[config.mk]
export PLATFORM = sky130hd
export DESIGN_NAME = pio_port
export DESIGN_NICKNAME = d
export VERILOG_FILES = /design/src/common/pio_pkg.sv /design/src/common/pio_cfg_if.sv /design/src/design/pio_pad_steer.sv /design/src/design/pio_port.sv
export SDC_FILE = /design/constraint.sdc
export NUM_CORES = 1
export LEC_CHECK = 0
export ABC_AREA = 1
export BUFFER_PORTS_ARGS = -buffer_cell sky130_fd_sc_hd__buf_2
export CAP_MARGIN = 10
export CORE_MARGIN = 1
export CORE_UTILIZATION = 52
export CTS_BUF_LIST = sky130_fd_sc_hd__clkbuf_16
export CTS_CLUSTER_SIZE = 12
export DETAILED_ROUTE_END_ITERATION = 10
export GPL_ROUTABILITY_DRIVEN = 0
export PLACE_DENSITY = 0.81
export SYNTH_ARGS = -nofsm -noshare
export SYNTH_HDL_FRONTEND = slang
export SYNTH_SLANG_ARGS = --single-unit
[constraint.sdc]
create_clock -name clk_sys_in -period 1.76 [get_ports clk_sys_in]
set_clock_uncertainty 0.05 [all_clocks]
set_input_delay 0 -clock clk_sys_in [delete_from_list [all_inputs] [get_ports clk_sys_in]]
set_output_delay 0 -clock clk_sys_in [all_outputs]
set_load 0.02 [all_outputs]
[src/common/pio_pkg.sv]
// Package for the programmable I/O port: register offsets, reset values,
// per-line fixed pull directions and line modes.
// Assumes a 16-bit register port addressed by even byte offsets.
package pio_pkg;

  localparam int unsigned NUM_LINES = 32;
  localparam int unsigned REG_W     = 16;

  // ---------------------------------------------------------------------
  // Register offsets
  // ---------------------------------------------------------------------
  localparam logic [15:0] OFS_MODE_LOW  = 16'hff70;
  localparam logic [15:0] OFS_DIR_LOW   = 16'hff72;
  localparam logic [15:0] OFS_DATA_LOW  = 16'hff74;
  localparam logic [15:0] OFS_MODE_HIGH = 16'hff76;
  localparam logic [15:0] OFS_DIR_HIGH  = 16'hff78;
  localparam logic [15:0] OFS_DATA_HIGH = 16'hff7a;
  localparam logic [15:0] OFS_STAT_LOW  = 16'hff7c;
  localparam logic [15:0] OFS_STAT_HIGH = 16'hff7e;
  localparam logic [15:0] OFS_OD_LOW    = 16'hff6c;
  localparam logic [15:0] OFS_OD_HIGH   = 16'hff6e;

  // ---------------------------------------------------------------------
  // Reset values
  // ---------------------------------------------------------------------
  localparam logic [15:0] RST_MODE_LOW  = 16'h0000;
  localparam logic [15:0] RST_DIR_LOW   = 16'hfc0f;
  localparam logic [15:0] RST_MODE_HIGH = 16'h0000;
  localparam logic [15:0] RST_DIR_HIGH  = 16'hffff;
  localparam logic [15:0] RST_DATA      = 16'h0000;
  localparam logic [15:0] RST_OD        = 16'h0000;

  // ---------------------------------------------------------------------
  // Fixed per-line properties
  // ---------------------------------------------------------------------
  // A one marks a line whose weak pull acts downward.
  localparam logic [31:0] PULL_DOWN_MASK = 32'h0000_0442;
  // Lines behind an external inverter: input only, read inverted.
  localparam logic [31:0] INV_INPUT_MASK = 32'hc000_0000;

  typedef enum logic [1:0] {
    PIO_NORMAL,
    PIO_IN_PULL,
    PIO_OUTPUT,
    PIO_IN_NOPULL
  } pio_mode_t;

  function automatic pio_mode_t pio_line_mode(input logic m,
                                              input logic d);
    return pio_mode_t'({m, d});
  endfunction

endpackage

[src/common/pio_cfg_if.sv]
// Interface carrying line configuration from the register file to the
// pad steering logic, and the steered pad controls back.
// Assumes both ends share the system clock domain.
`timescale 1ns/1ps
interface pio_cfg_if;
  logic [31:0] mode;
  logic [31:0] dir;
  logic [31:0] od;
  logic [31:0] data;
  logic [31:0] periph_out;
  logic [31:0] periph_oe;
  logic [31:0] pad_out;
  logic [31:0] pad_oe;
  logic [31:0] pull_en;

  modport regs  (output mode, dir, od, data, periph_out, periph_oe,
                 input pad_out, pad_oe, pull_en);
  modport steer (input mode, dir, od, data, periph_out, periph_oe,
                 output pad_out, pad_oe, pull_en);
endinterface

[src/design/pio_pad_steer.sv]
// Per-line pad steering: picks peripheral, input or output behaviour
// from the mode and direction bits of each line.
// Assumes configuration arrives from registers on the same clock.
`timescale 1ns/1ps
module pio_pad_steer
(
  pio_cfg_if.steer cfg
);

  import pio_pkg::*;

  logic [31:0] out_v;
  logic [31:0] oe_v;
  logic [31:0] pull_v;

  always_comb begin
    out_v  = '0;
    oe_v   = '0;
    pull_v = '0;
    for (int i = 0; i < NUM_LINES; i++) begin
      // RULE5: mode pair decode
      unique case (pio_line_mode(cfg.mode[i], cfg.dir[i]))
        PIO_NORMAL: begin
          out_v[i] = cfg.periph_out[i];
          oe_v[i]  = cfg.periph_oe[i];
        end
        PIO_IN_PULL: begin
          // RULE3: pull only enabled
          pull_v[i] = 1'b1;
        end
        PIO_OUTPUT: begin
          // RULE9: drive when output
          // RULE2: open-drain option
          out_v[i] = cfg.od[i] ? 1'b0 : cfg.data[i];
          oe_v[i]  = cfg.od[i] ? ~cfg.data[i] : 1'b1;
        end
        PIO_IN_NOPULL: begin
          pull_v[i] = 1'b0;
        end
      endcase
      // RULE10: inverter lines never driven
      if (INV_INPUT_MASK[i]) begin
        oe_v[i] = 1'b0;
      end
    end
  end

  assign cfg.pad_out = out_v;
  assign cfg.pad_oe  = oe_v;
  assign cfg.pull_en = pull_v;

endmodule

[src/design/pio_port.sv]
// Top of the programmable I/O port: 16-bit register port, line
// configuration registers, input synchronisers and pad steering.
// Assumes pads are resolved outside from out, oe and pull controls.
`timescale 1ns/1ps

// Functional notes
// RULE1: Thirty-two lines, shared or general purpose.
// RULE2: Input, output, pulled, or open-drain per line.
// RULE3: Pull direction fixed; software only enables.
// RULE4: Mode and direction held in 16-bit registers.
// RULE5: Mode pair selects normal, input, output.
// RULE6: Reset gives pull-up, some pull-down, normal.
// RULE7: Board must not hold strap lines low.
// RULE8: Status read returns sixteen lines per group.
// RULE9: Data drives pin only in output mode.
// RULE10: Inverter-shared interrupt lines are inputs only.
// RULE11: Inverter-shared lines read as complement.
// RULE12: Software leaves on-board component lines alone.
// RULE13: Bit n controls line n; high pair.
module pio_port
(
  input  wire logic        clk_sys_in,
  input  wire logic        srst_in,
  input  wire logic [15:0] reg_addr_in,
  input  wire logic        reg_wr_in,
  input  wire logic        reg_rd_in,
  input  wire logic [15:0] reg_wdata_in,
  output logic      [15:0] reg_rdata_out,
  input  wire logic [31:0] pad_in_in,
  output logic      [31:0] pad_out_out,
  output logic      [31:0] pad_oe_out,
  output logic      [31:0] pad_pull_en_out,
  output logic      [31:0] pad_pull_up_out,
  input  wire logic [31:0] periph_out_in,
  input  wire logic [31:0] periph_oe_in,
  output logic      [31:0] periph_in_out
);

  import pio_pkg::*;

  // -----------------------------------------------------------------------
  // Registers
  // -----------------------------------------------------------------------
  logic [15:0] mode_lo_r;
  logic [15:0] mode_hi_r;
  logic [15:0] dir_lo_r;
  logic [15:0] dir_hi_r;
  logic [15:0] data_lo_r;
  logic [15:0] data_hi_r;
  logic [15:0] od_lo_r;
  logic [15:0] od_hi_r;
  logic [15:0] rdata_r;
  logic [15:0] rdata_nxt;
  logic [31:0] sync1_r;
  logic [31:0] sync2_r;
  logic [31:0] line_stat;

  pio_cfg_if cfg ();

  // -----------------------------------------------------------------------
  // Address decode
  // -----------------------------------------------------------------------
  // One comparator shape for every offset keeps the map in one place.
  function automatic logic reg_hit(input logic [15:0] addr,
                                   input logic [15:0] ofs);
    return addr == ofs;
  endfunction

  wire hit_mode_lo = reg_hit(reg_addr_in, OFS_MODE_LOW);
  wire hit_mode_hi = reg_hit(reg_addr_in, OFS_MODE_HIGH);
  wire hit_dir_lo  = reg_hit(reg_addr_in, OFS_DIR_LOW);
  wire hit_dir_hi  = reg_hit(reg_addr_in, OFS_DIR_HIGH);
  wire hit_data_lo = reg_hit(reg_addr_in, OFS_DATA_LOW);
  wire hit_data_hi = reg_hit(reg_addr_in, OFS_DATA_HIGH);
  wire hit_stat_lo = reg_hit(reg_addr_in, OFS_STAT_LOW);
  wire hit_stat_hi = reg_hit(reg_addr_in, OFS_STAT_HIGH);
  wire hit_od_lo   = reg_hit(reg_addr_in, OFS_OD_LOW);
  wire hit_od_hi   = reg_hit(reg_addr_in, OFS_OD_HIGH);

  // Status offsets get no write enable, so writes there fall away.
  wire we_mode_lo  = reg_wr_in & hit_mode_lo;
  wire we_mode_hi  = reg_wr_in & hit_mode_hi;
  wire we_dir_lo   = reg_wr_in & hit_dir_lo;
  wire we_dir_hi   = reg_wr_in & hit_dir_hi;
  wire we_data_lo  = reg_wr_in & hit_data_lo;
  wire we_data_hi  = reg_wr_in & hit_data_hi;
  wire we_od_lo    = reg_wr_in & hit_od_lo;
  wire we_od_hi    = reg_wr_in & hit_od_hi;

  // -----------------------------------------------------------------------
  // Configuration registers
  // -----------------------------------------------------------------------
  // RULE4: two 16-bit config registers
  // RULE6: reset line configuration
  always_ff @(posedge clk_sys_in) begin
    if (srst_in) begin
      mode_lo_r <= RST_MODE_LOW;
      mode_hi_r <= RST_MODE_HIGH;
    end else begin
      if (we_mode_lo) begin
        mode_lo_r <= reg_wdata_in;
      end
      if (we_mode_hi) begin
        mode_hi_r <= reg_wdata_in;
      end
    end
  end

  // RULE13: high pair for upper lines
  always_ff @(posedge clk_sys_in) begin
    if (srst_in) begin
      dir_lo_r <= RST_DIR_LOW;
      dir_hi_r <= RST_DIR_HIGH;
    end else begin
      if (we_dir_lo) begin
        dir_lo_r <= reg_wdata_in;
      end
      if (we_dir_hi) begin
        dir_hi_r <= reg_wdata_in;
      end
    end
  end

  // RULE2: open-drain select bits
  always_ff @(posedge clk_sys_in) begin
    if (srst_in) begin
      od_lo_r <= RST_OD;
      od_hi_r <= RST_OD;
    end else begin
      if (we_od_lo) begin
        od_lo_r <= reg_wdata_in;
      end
      if (we_od_hi) begin
        od_hi_r <= reg_wdata_in;
      end
    end
  end

  // Output data is held even while a line is not in output mode, so a
  // level can be staged before the mode is switched without a glitch.
  // RULE9: stored output levels
  always_ff @(posedge clk_sys_in) begin
    if (srst_in) begin
      data_lo_r <= RST_DATA;
      data_hi_r <= RST_DATA;
    end else begin
      if (we_data_lo) begin
        data_lo_r <= reg_wdata_in;
      end
      if (we_data_hi) begin
        data_hi_r <= reg_wdata_in;
      end
    end
  end

  // -----------------------------------------------------------------------
  // Input synchronisers
  // -----------------------------------------------------------------------
  // Pins move with no regard to the clock, so only the second stage is
  // read by logic; the first may still be settling.
  always_ff @(posedge clk_sys_in) begin
    if (srst_in) begin
      sync1_r <= '0;
    end else begin
      sync1_r <= pad_in_in;
    end
  end

  always_ff @(posedge clk_sys_in) begin
    if (srst_in) begin
      sync2_r <= '0;
    end else begin
      sync2_r <= sync1_r;
    end
  end

  // RULE11: complement inverter lines
  assign line_stat     = sync2_r ^ INV_INPUT_MASK;
  assign periph_in_out = line_stat;

  // -----------------------------------------------------------------------
  // Read data
  // -----------------------------------------------------------------------
  // RULE8: status in 16-line groups
  assign rdata_nxt = hit_mode_lo ? mode_lo_r :
                     hit_mode_hi ? mode_hi_r :
                     hit_dir_lo  ? dir_lo_r  :
                     hit_dir_hi  ? dir_hi_r  :
                     hit_data_lo ? data_lo_r :
                     hit_data_hi ? data_hi_r :
                     hit_od_lo   ? od_lo_r   :
                     hit_od_hi   ? od_hi_r   :
                     hit_stat_lo ? line_stat[15:0]  :
                     hit_stat_hi ? line_stat[31:16] :
                     16'h0000;

  always_ff @(posedge clk_sys_in) begin
    if (srst_in) begin
      rdata_r <= 16'h0000;
    end else if (reg_rd_in) begin
      rdata_r <= rdata_nxt;
    end
  end

  assign reg_rdata_out = rdata_r;

  // -----------------------------------------------------------------------
  // Pad steering
  // -----------------------------------------------------------------------
  // RULE1: all 32 lines steered
  assign cfg.mode       = {mode_hi_r, mode_lo_r};
  assign cfg.dir        = {dir_hi_r, dir_lo_r};
  assign cfg.od         = {od_hi_r, od_lo_r};
  assign cfg.data       = {data_hi_r, data_lo_r};
  assign cfg.periph_out = periph_out_in;
  assign cfg.periph_oe  = periph_oe_in;

  pio_pad_steer u_steer (
    .cfg (cfg.steer)
  );

  // Strap lines keep their pull-up from reset, so nothing here pulls
  // them low; the board must not either while reset is applied.
  // RULE7: straps rely on pull-up
  // RULE3: fixed pull direction
  assign pad_out_out     = cfg.pad_out;
  assign pad_oe_out      = cfg.pad_oe;
  assign pad_pull_en_out = cfg.pull_en;
  assign pad_pull_up_out = ~PULL_DOWN_MASK;

endmodule

; After elaboration in Yosys (flattened, before gate mapping)
; Index checks and enable logic that the tools add are counted.
[word_totals]
reg_bits = 208
inputBits = 132
output_inout_bits = 176
word_cells = 322
[op_classes]
n_eq_ne = 74
mux = 166
bitwise = 39
reduce_logical = 32
[ops]
columns = cell, n
row1 = 16-bit equality test (second input constant), 10
row2 = 16-bit 2-to-1 mux, 10
row3 = 1-bit case mux with 2 select lines, 62
row4 = 1-bit 2-to-1 mux, 94
row5 = 2-bit by 1-bit equality test with 1-bit output (second input constant), 32
row6 = 2-bit equality test (second input constant), 32
row7 = 2-bit zero test, 32
row8 = 1-bit NOT, 30
row9 = 1-bit AND, 8
row10 = 2-bit NOT, 1

; Longest topological paths before layout
[depth]
ltp_word = 11
ltp_mapped = 14
ltp_nobuf = 12

; Cells and area by module
; Synthesis repeated with hierarchy kept, for this count alone.
[unflattened]
hier_cells = 1597
hier_area_um2 = 10969.3
[by_module_without_submodules]
columns = mod, instances, cells_per_inst, area_per_inst_um2, seq_area_each_um2
row1 = pio_port, 1, 1186, 9116.2, 4164.0
row2 = pio_pad_steer, 1, 411, 1853.0, 0.0

; Least setup slack after synthesis
; No wires, ideal clock.
[synth_timing]
path_kind = input -> register
startpoint = input port reg_addr_in[6]
endpoint = register mode_lo_r[12]
setup_time_ps = 128
arrival_time_ps = 1174
required_ps = 1582
path_slack_ps = 408
stages = 11
n_path_buf = 2
cell_sequence = inv_1 nor2_1 nand2_1 buf_6 nor4_1 nand2_1 nor2_1 inv_1 clkbuf_1 o21ai_0 a21oi_1
[synth_between]
elab_chain_len = 2
[synth_rtl]
columns = element, line_no
row1 = from (decl), pio_port.sv:24  ; input wire logic [15:0] reg_addr_in,
row2 = 16-bit equality test, pio_port.sv:66  ; return addr == ofs;
row3 = 1-bit AND, pio_port.sv:81  ; wire we_mode_lo = reg_wr_in & hit_mode_lo;
row4 = to (signal assigned), pio_port.sv:101  ; mode_lo_r <= reg_wdata_in;
row5 = to (decl), pio_port.sv:44  ; logic [15:0] mode_lo_r;
; No other way between the ends.
; A chain may end at the register's enable or synchronous reset.

; Final worst setup path
[layout_timing]
startpoint = register dir_hi_r[2]
endpoint = output port pad_out_out[18]
[layout_between]
elab_chain_len = 2
elab_cells_between_ends = 3
cone_classes = eq/ne: 1 / mux: 1 / reduce/logical: 1
[layout_rtl]
columns = element, line_no
row1 = from (decl), pio_port.sv:47  ; logic [15:0] dir_hi_r;
row2 = from (signal assigned), pio_port.sv:119  ; dir_hi_r <= reg_wdata_in;
row3 = 2-bit equality test / 2-bit zero test (equally long branches), pio_pad_steer.sv:22  ; unique case (pio_line_mode(cfg.mode[i], cfg.dir[i]))
row4 = 1-bit case mux with 2 select lines (*), pio_pad_steer.sv:22
row5 = to (decl), pio_port.sv:30  ; output logic [31:0] pad_out_out,
; Mark *: on every way between the ends. The rest lies on a longest branch, timed or not.

==> flow_results.org <==
** Global route
- Entering global routing, the biggest net connects 142 pins.
- Number of antenna violations at the first check in global routing :: 0
- The number of global-route vias before repair is between 9,000 and 10,000.
- The first global-routing pass estimated roughly 52,000 µm of wire.
- Congestion Overflow GR :: 0
- In the global route stage, overall resource usage came out at approximately 33%.

** Worst setup path
- Cell chain of the critical path :: inv_1, nand4_1, nand2_1, buf_2
- Crit Path Category :: register to output pin
- Nature of the critical path startpoint :: register
- Critical path required time :: 1.71 ns
- In this design, the stage delay of the slowest critical-path cell is between 0.2 and 0.3 ns.
- Worst R2R Setup Slack :: 0.49 ns
- Along the worst path, the maximum fanout reaches 7.
- Kind of capture point of the worst setup path :: output pin
- Data arrives at the worst endpoint at about 1.7 ns.
- CP max-delay cell :: sky130_fd_sc_hd__dfxtp_1

** Synth
- Synthesis instantiated 29 different standard cells from the library.
- Post-synth EDFFs :: 0
- In the synthesized netlist the dominant register cell turns out to be sky130_fd_sc_hd__dfxtp_1.
- The Yosys step of the flow raised 0 warnings.
- Most area-consuming cells after synthesis :: sky130_fd_sc_hd__dfxtp_1, sky130_fd_sc_hd__nand2_1, sky130_fd_sc_hd__nor2_1
- Post-synthesis area per instance :: around 7.0 µm²
- Summed over all instances, the cell type with the most area after synthesis is sky130_fd_sc_hd__dfxtp_1.
- The share of synthesized area in the top cell type comes to 40.8%.
- Counting flops and latches in the post-synthesis netlist gives ~210.
- Fraction of registers with async set or reset after synthesis :: 0%
- The synthesized netlist occupies a cell area of between 10,000 and 15,000 µm².
- Post-synthesis sequential area ratio :: roughly 40%
- Synth Instances :: 1,464

** Power
- Of the total power, the share spent switching nets is 24.2%.
- NetSw :: ~2.4 mW
- The worst-case IR drop observed on VDD is around 0.65 mV.
- Share of power burned in registers :: 49.2%
- The share of total power dissipated in the clock network is about 43%.
- Overall power consumption after layout is estimated at ~9.8 mW.
- Dividing total power by cell area gives a power density of approximately 760 nW/µm².
- Internal power :: around 7.4 mW
- In this run the static leakage power is between 6 and 7 nW.
- Combinational Power Share :: 7.7%

** Routing
- Detailed routing inserted a total of 10,999 vias.
- Wires add up to 34,600 µm.
- First-pass iteration count of the detailed router :: 6
- Vias per cell :: approximately 5.4
- The count of nets left with antenna violations once routing finished came out at 0.
- DR DRC count :: 0
- Count of routing violations after the opening detailed-route iteration :: ~1,200
- In the final routed layout, each cell accounts on average for between 15 and 20 µm.

** Clock network
- CTS clock-pin slew for the worst setup and hold paths :: around 0.060 ns
- Later-pin clock latency in the skew report :: 0.50 ns
- Sink Count :: 208
- Total clock buffers created by CTS :: 23
- The longest clock path from root to sink contains 3 buffers.
- CTS tree :: done
- H-Tree Level Count :: 1
- Number of buffers inserted to repair setup after CTS :: 0
- In this run the clock root is driven by a sky130_fd_sc_hd__clkbuf_16.

** Final layout
- After the flow finishes, the layout carries non-filler instances totaling 2,023.
- Compared with the post-synthesis result, the final layout area differs by 25.9%.
- Diode insertion count for antenna repair :: 0
- Share of layout cells above drive strength 1 :: roughly a fifth
- In the final design database the tool counted 1,881 nets.
- The finished cells cover 12,900 µm².
- Cells fill between 60 and 70% of the core in the end.

** Placement
- After legalization and detailed placement, the total HPWL measured between 20,000 and 25,000 µm.
- Placed cells :: approximately 1,900
- Count of buffers from port buffering :: between 200 and 300
- Once placement finished, the instance area stood at ~12,000 µm².

** Worst hold path
- Worst hold path type :: input port to register

** STA
- Post-route minimum period :: 1.74 ns
- Fin. Hold Viols :: 0
- At the pin with the least slew margin, the transition time is 0.768 ns.
- The max-slew violation total from the final report was 0.
- In the finished design, the share of the clock period the worst path needs comes to 98.6%.
- Setup repair after global routing left no endpoint under its margin.
- Static timing analysis puts the maximum clock frequency at 576 MHz.
- In the final timing run, aggregate negative setup slack is 0 ns.
- Headroom to the max-slew limit came out at 48.7%.
- Final setup violation count :: 0

** Floorplanning
- Floorplan Core Area :: 19,000 µm²
- Die boundary height :: roughly 140 µm
- The die covers approximately 20,000 µm².
- Cell row count :: 50
- IO Pins :: between 300 and 400
- Chip width :: between 100 and 150 µm
- For this configuration, the core starts out at a cell density of between 50% and 60%.

** Outcome
- The run finished with clean final reports.

** Job
- Across the run, the number of max-cap violations was 0.
==> final timing paths <==
check                            startpoint                end  cells past startpoint
worst min-delay path              reg_wr_in         od_hi_r[1]                      5
worst max-delay path            dir_hi_r[2]    pad_out_out[18]                      4
worst min register to register  sync1_r[25]        sync2_r[25]                      2
worst max register to register  od_hi_r[11]  reg_rdata_out[11]                      8
==> final cells by class <==
type,instances,area [µm²]
Timing Repair Buffer,361,2350
Inverter,209,785
Tap cell,260,325
Multi-Input combinational cell,946,4590
Clock buffer,23,576
Fill cell,1583,6100
Sequential cell,208,4160
Clock inverter,16,68.8
==> worst max-delay path: cells and delay by family, from the launching register on <==
| kind | cells | cell delay [ns] |
|---|---|---|
| buffers and inverters | 2 | 0.43 |
| flip-flops | 1 | 0.29 |
| AND/OR/NAND/NOR | 2 | 0.45 |
==> stage by stage <==
| step | setup WS (ns) | hold WS [ns] |
|---|---|---|
| floorplan | 0.408 | 0.0570 |
| global placement | -0.262 | 0.148 |
| CTS | 0.0861 | 0.0129 |
| detailed placement | -0.357 | 0.155 |
| global route | 0.0158 | 0.0528 |
| finish | 0.0246 | 0.0259 |
==> metal layers <==
metal,GRT usage [%],up-vias,wire length [µm]
met1,45.7,4957,14500
met4,10.8,0,979
li1,-,5245,-
met3,9.02,86,4410
met2,50.3,711,14700
met5,0,-,0
==> cell families after synthesis <==
kind of cell    count (synthesis)  synth area share (%)
compound gates                217                  13.9
simple gates                  695                  29.7
other cells                     2                0.0735
flops                         208                  40.8
buf+inv                       342                  15.5
==> power groups by stage <==
| stage | registers, mW | logic [mW] | clock network (mW) |
|---|---|---|---|
| after floorplan | 4.91 | 0.434 | 0 |
| final | 4.82 | 0.757 | 4.21 |
| after global placement | 4.92 | 0.643 | 0 |
| after global routing | 4.83 | 0.814 | 4.43 |
| after CTS | 4.82 | 0.735 | 4.24 |
| after detailed placement | 4.92 | 0.649 | 0 |
==> synth_stat cells (all sizes together), types with 4 or more instances <==
library cell  number
nand2            242
nor2             235
inv              209
dfxtp            208
nand3            142
buf               94
a211oi            66
a21oi             63
nand4             52
o21ai             50
clkbuf            39
o211ai            32
nor3              18
o41ai              6
nor4               4
==> flip-flops by register name, summed over array words and instances, names as in the netlist <==
signal	flops
sync1_r	32
dir_lo_r	16
data_hi_r	16
data_lo_r	16
mode_hi_r	16
mode_lo_r	16
sync2_r	32
od_lo_r	16
reg_rdata_out	16
od_hi_r	16
dir_hi_r	16
==> cells in the final DEF, fill, tap and decap left out, types with 49 or more instances in the layout <==
cell type / instances
sky130_fd_sc_hd__dfxtp_1: 208
sky130_fd_sc_hd__inv_1: 214
sky130_fd_sc_hd__buf_2: 270
sky130_fd_sc_hd__a211oi_1: 52
sky130_fd_sc_hd__nand3_1: 142
sky130_fd_sc_hd__nor2_1: 228
sky130_fd_sc_hd__a21oi_1: 63
sky130_fd_sc_hd__nand2_1: 242
sky130_fd_sc_hd__dlygate4sd3_1: 49
sky130_fd_sc_hd__o21ai_0: 49
sky130_fd_sc_hd__nand4_1: 52
==> repair_timing <==
action,4_1_cts,5_1_grt
hold buffers,49,0
setup endpoints to repair,0,8
endpoints found under the hold margin,163,0
gates resized for setup,0,1
No activity file was read; power rests on OpenSTA's default activity.
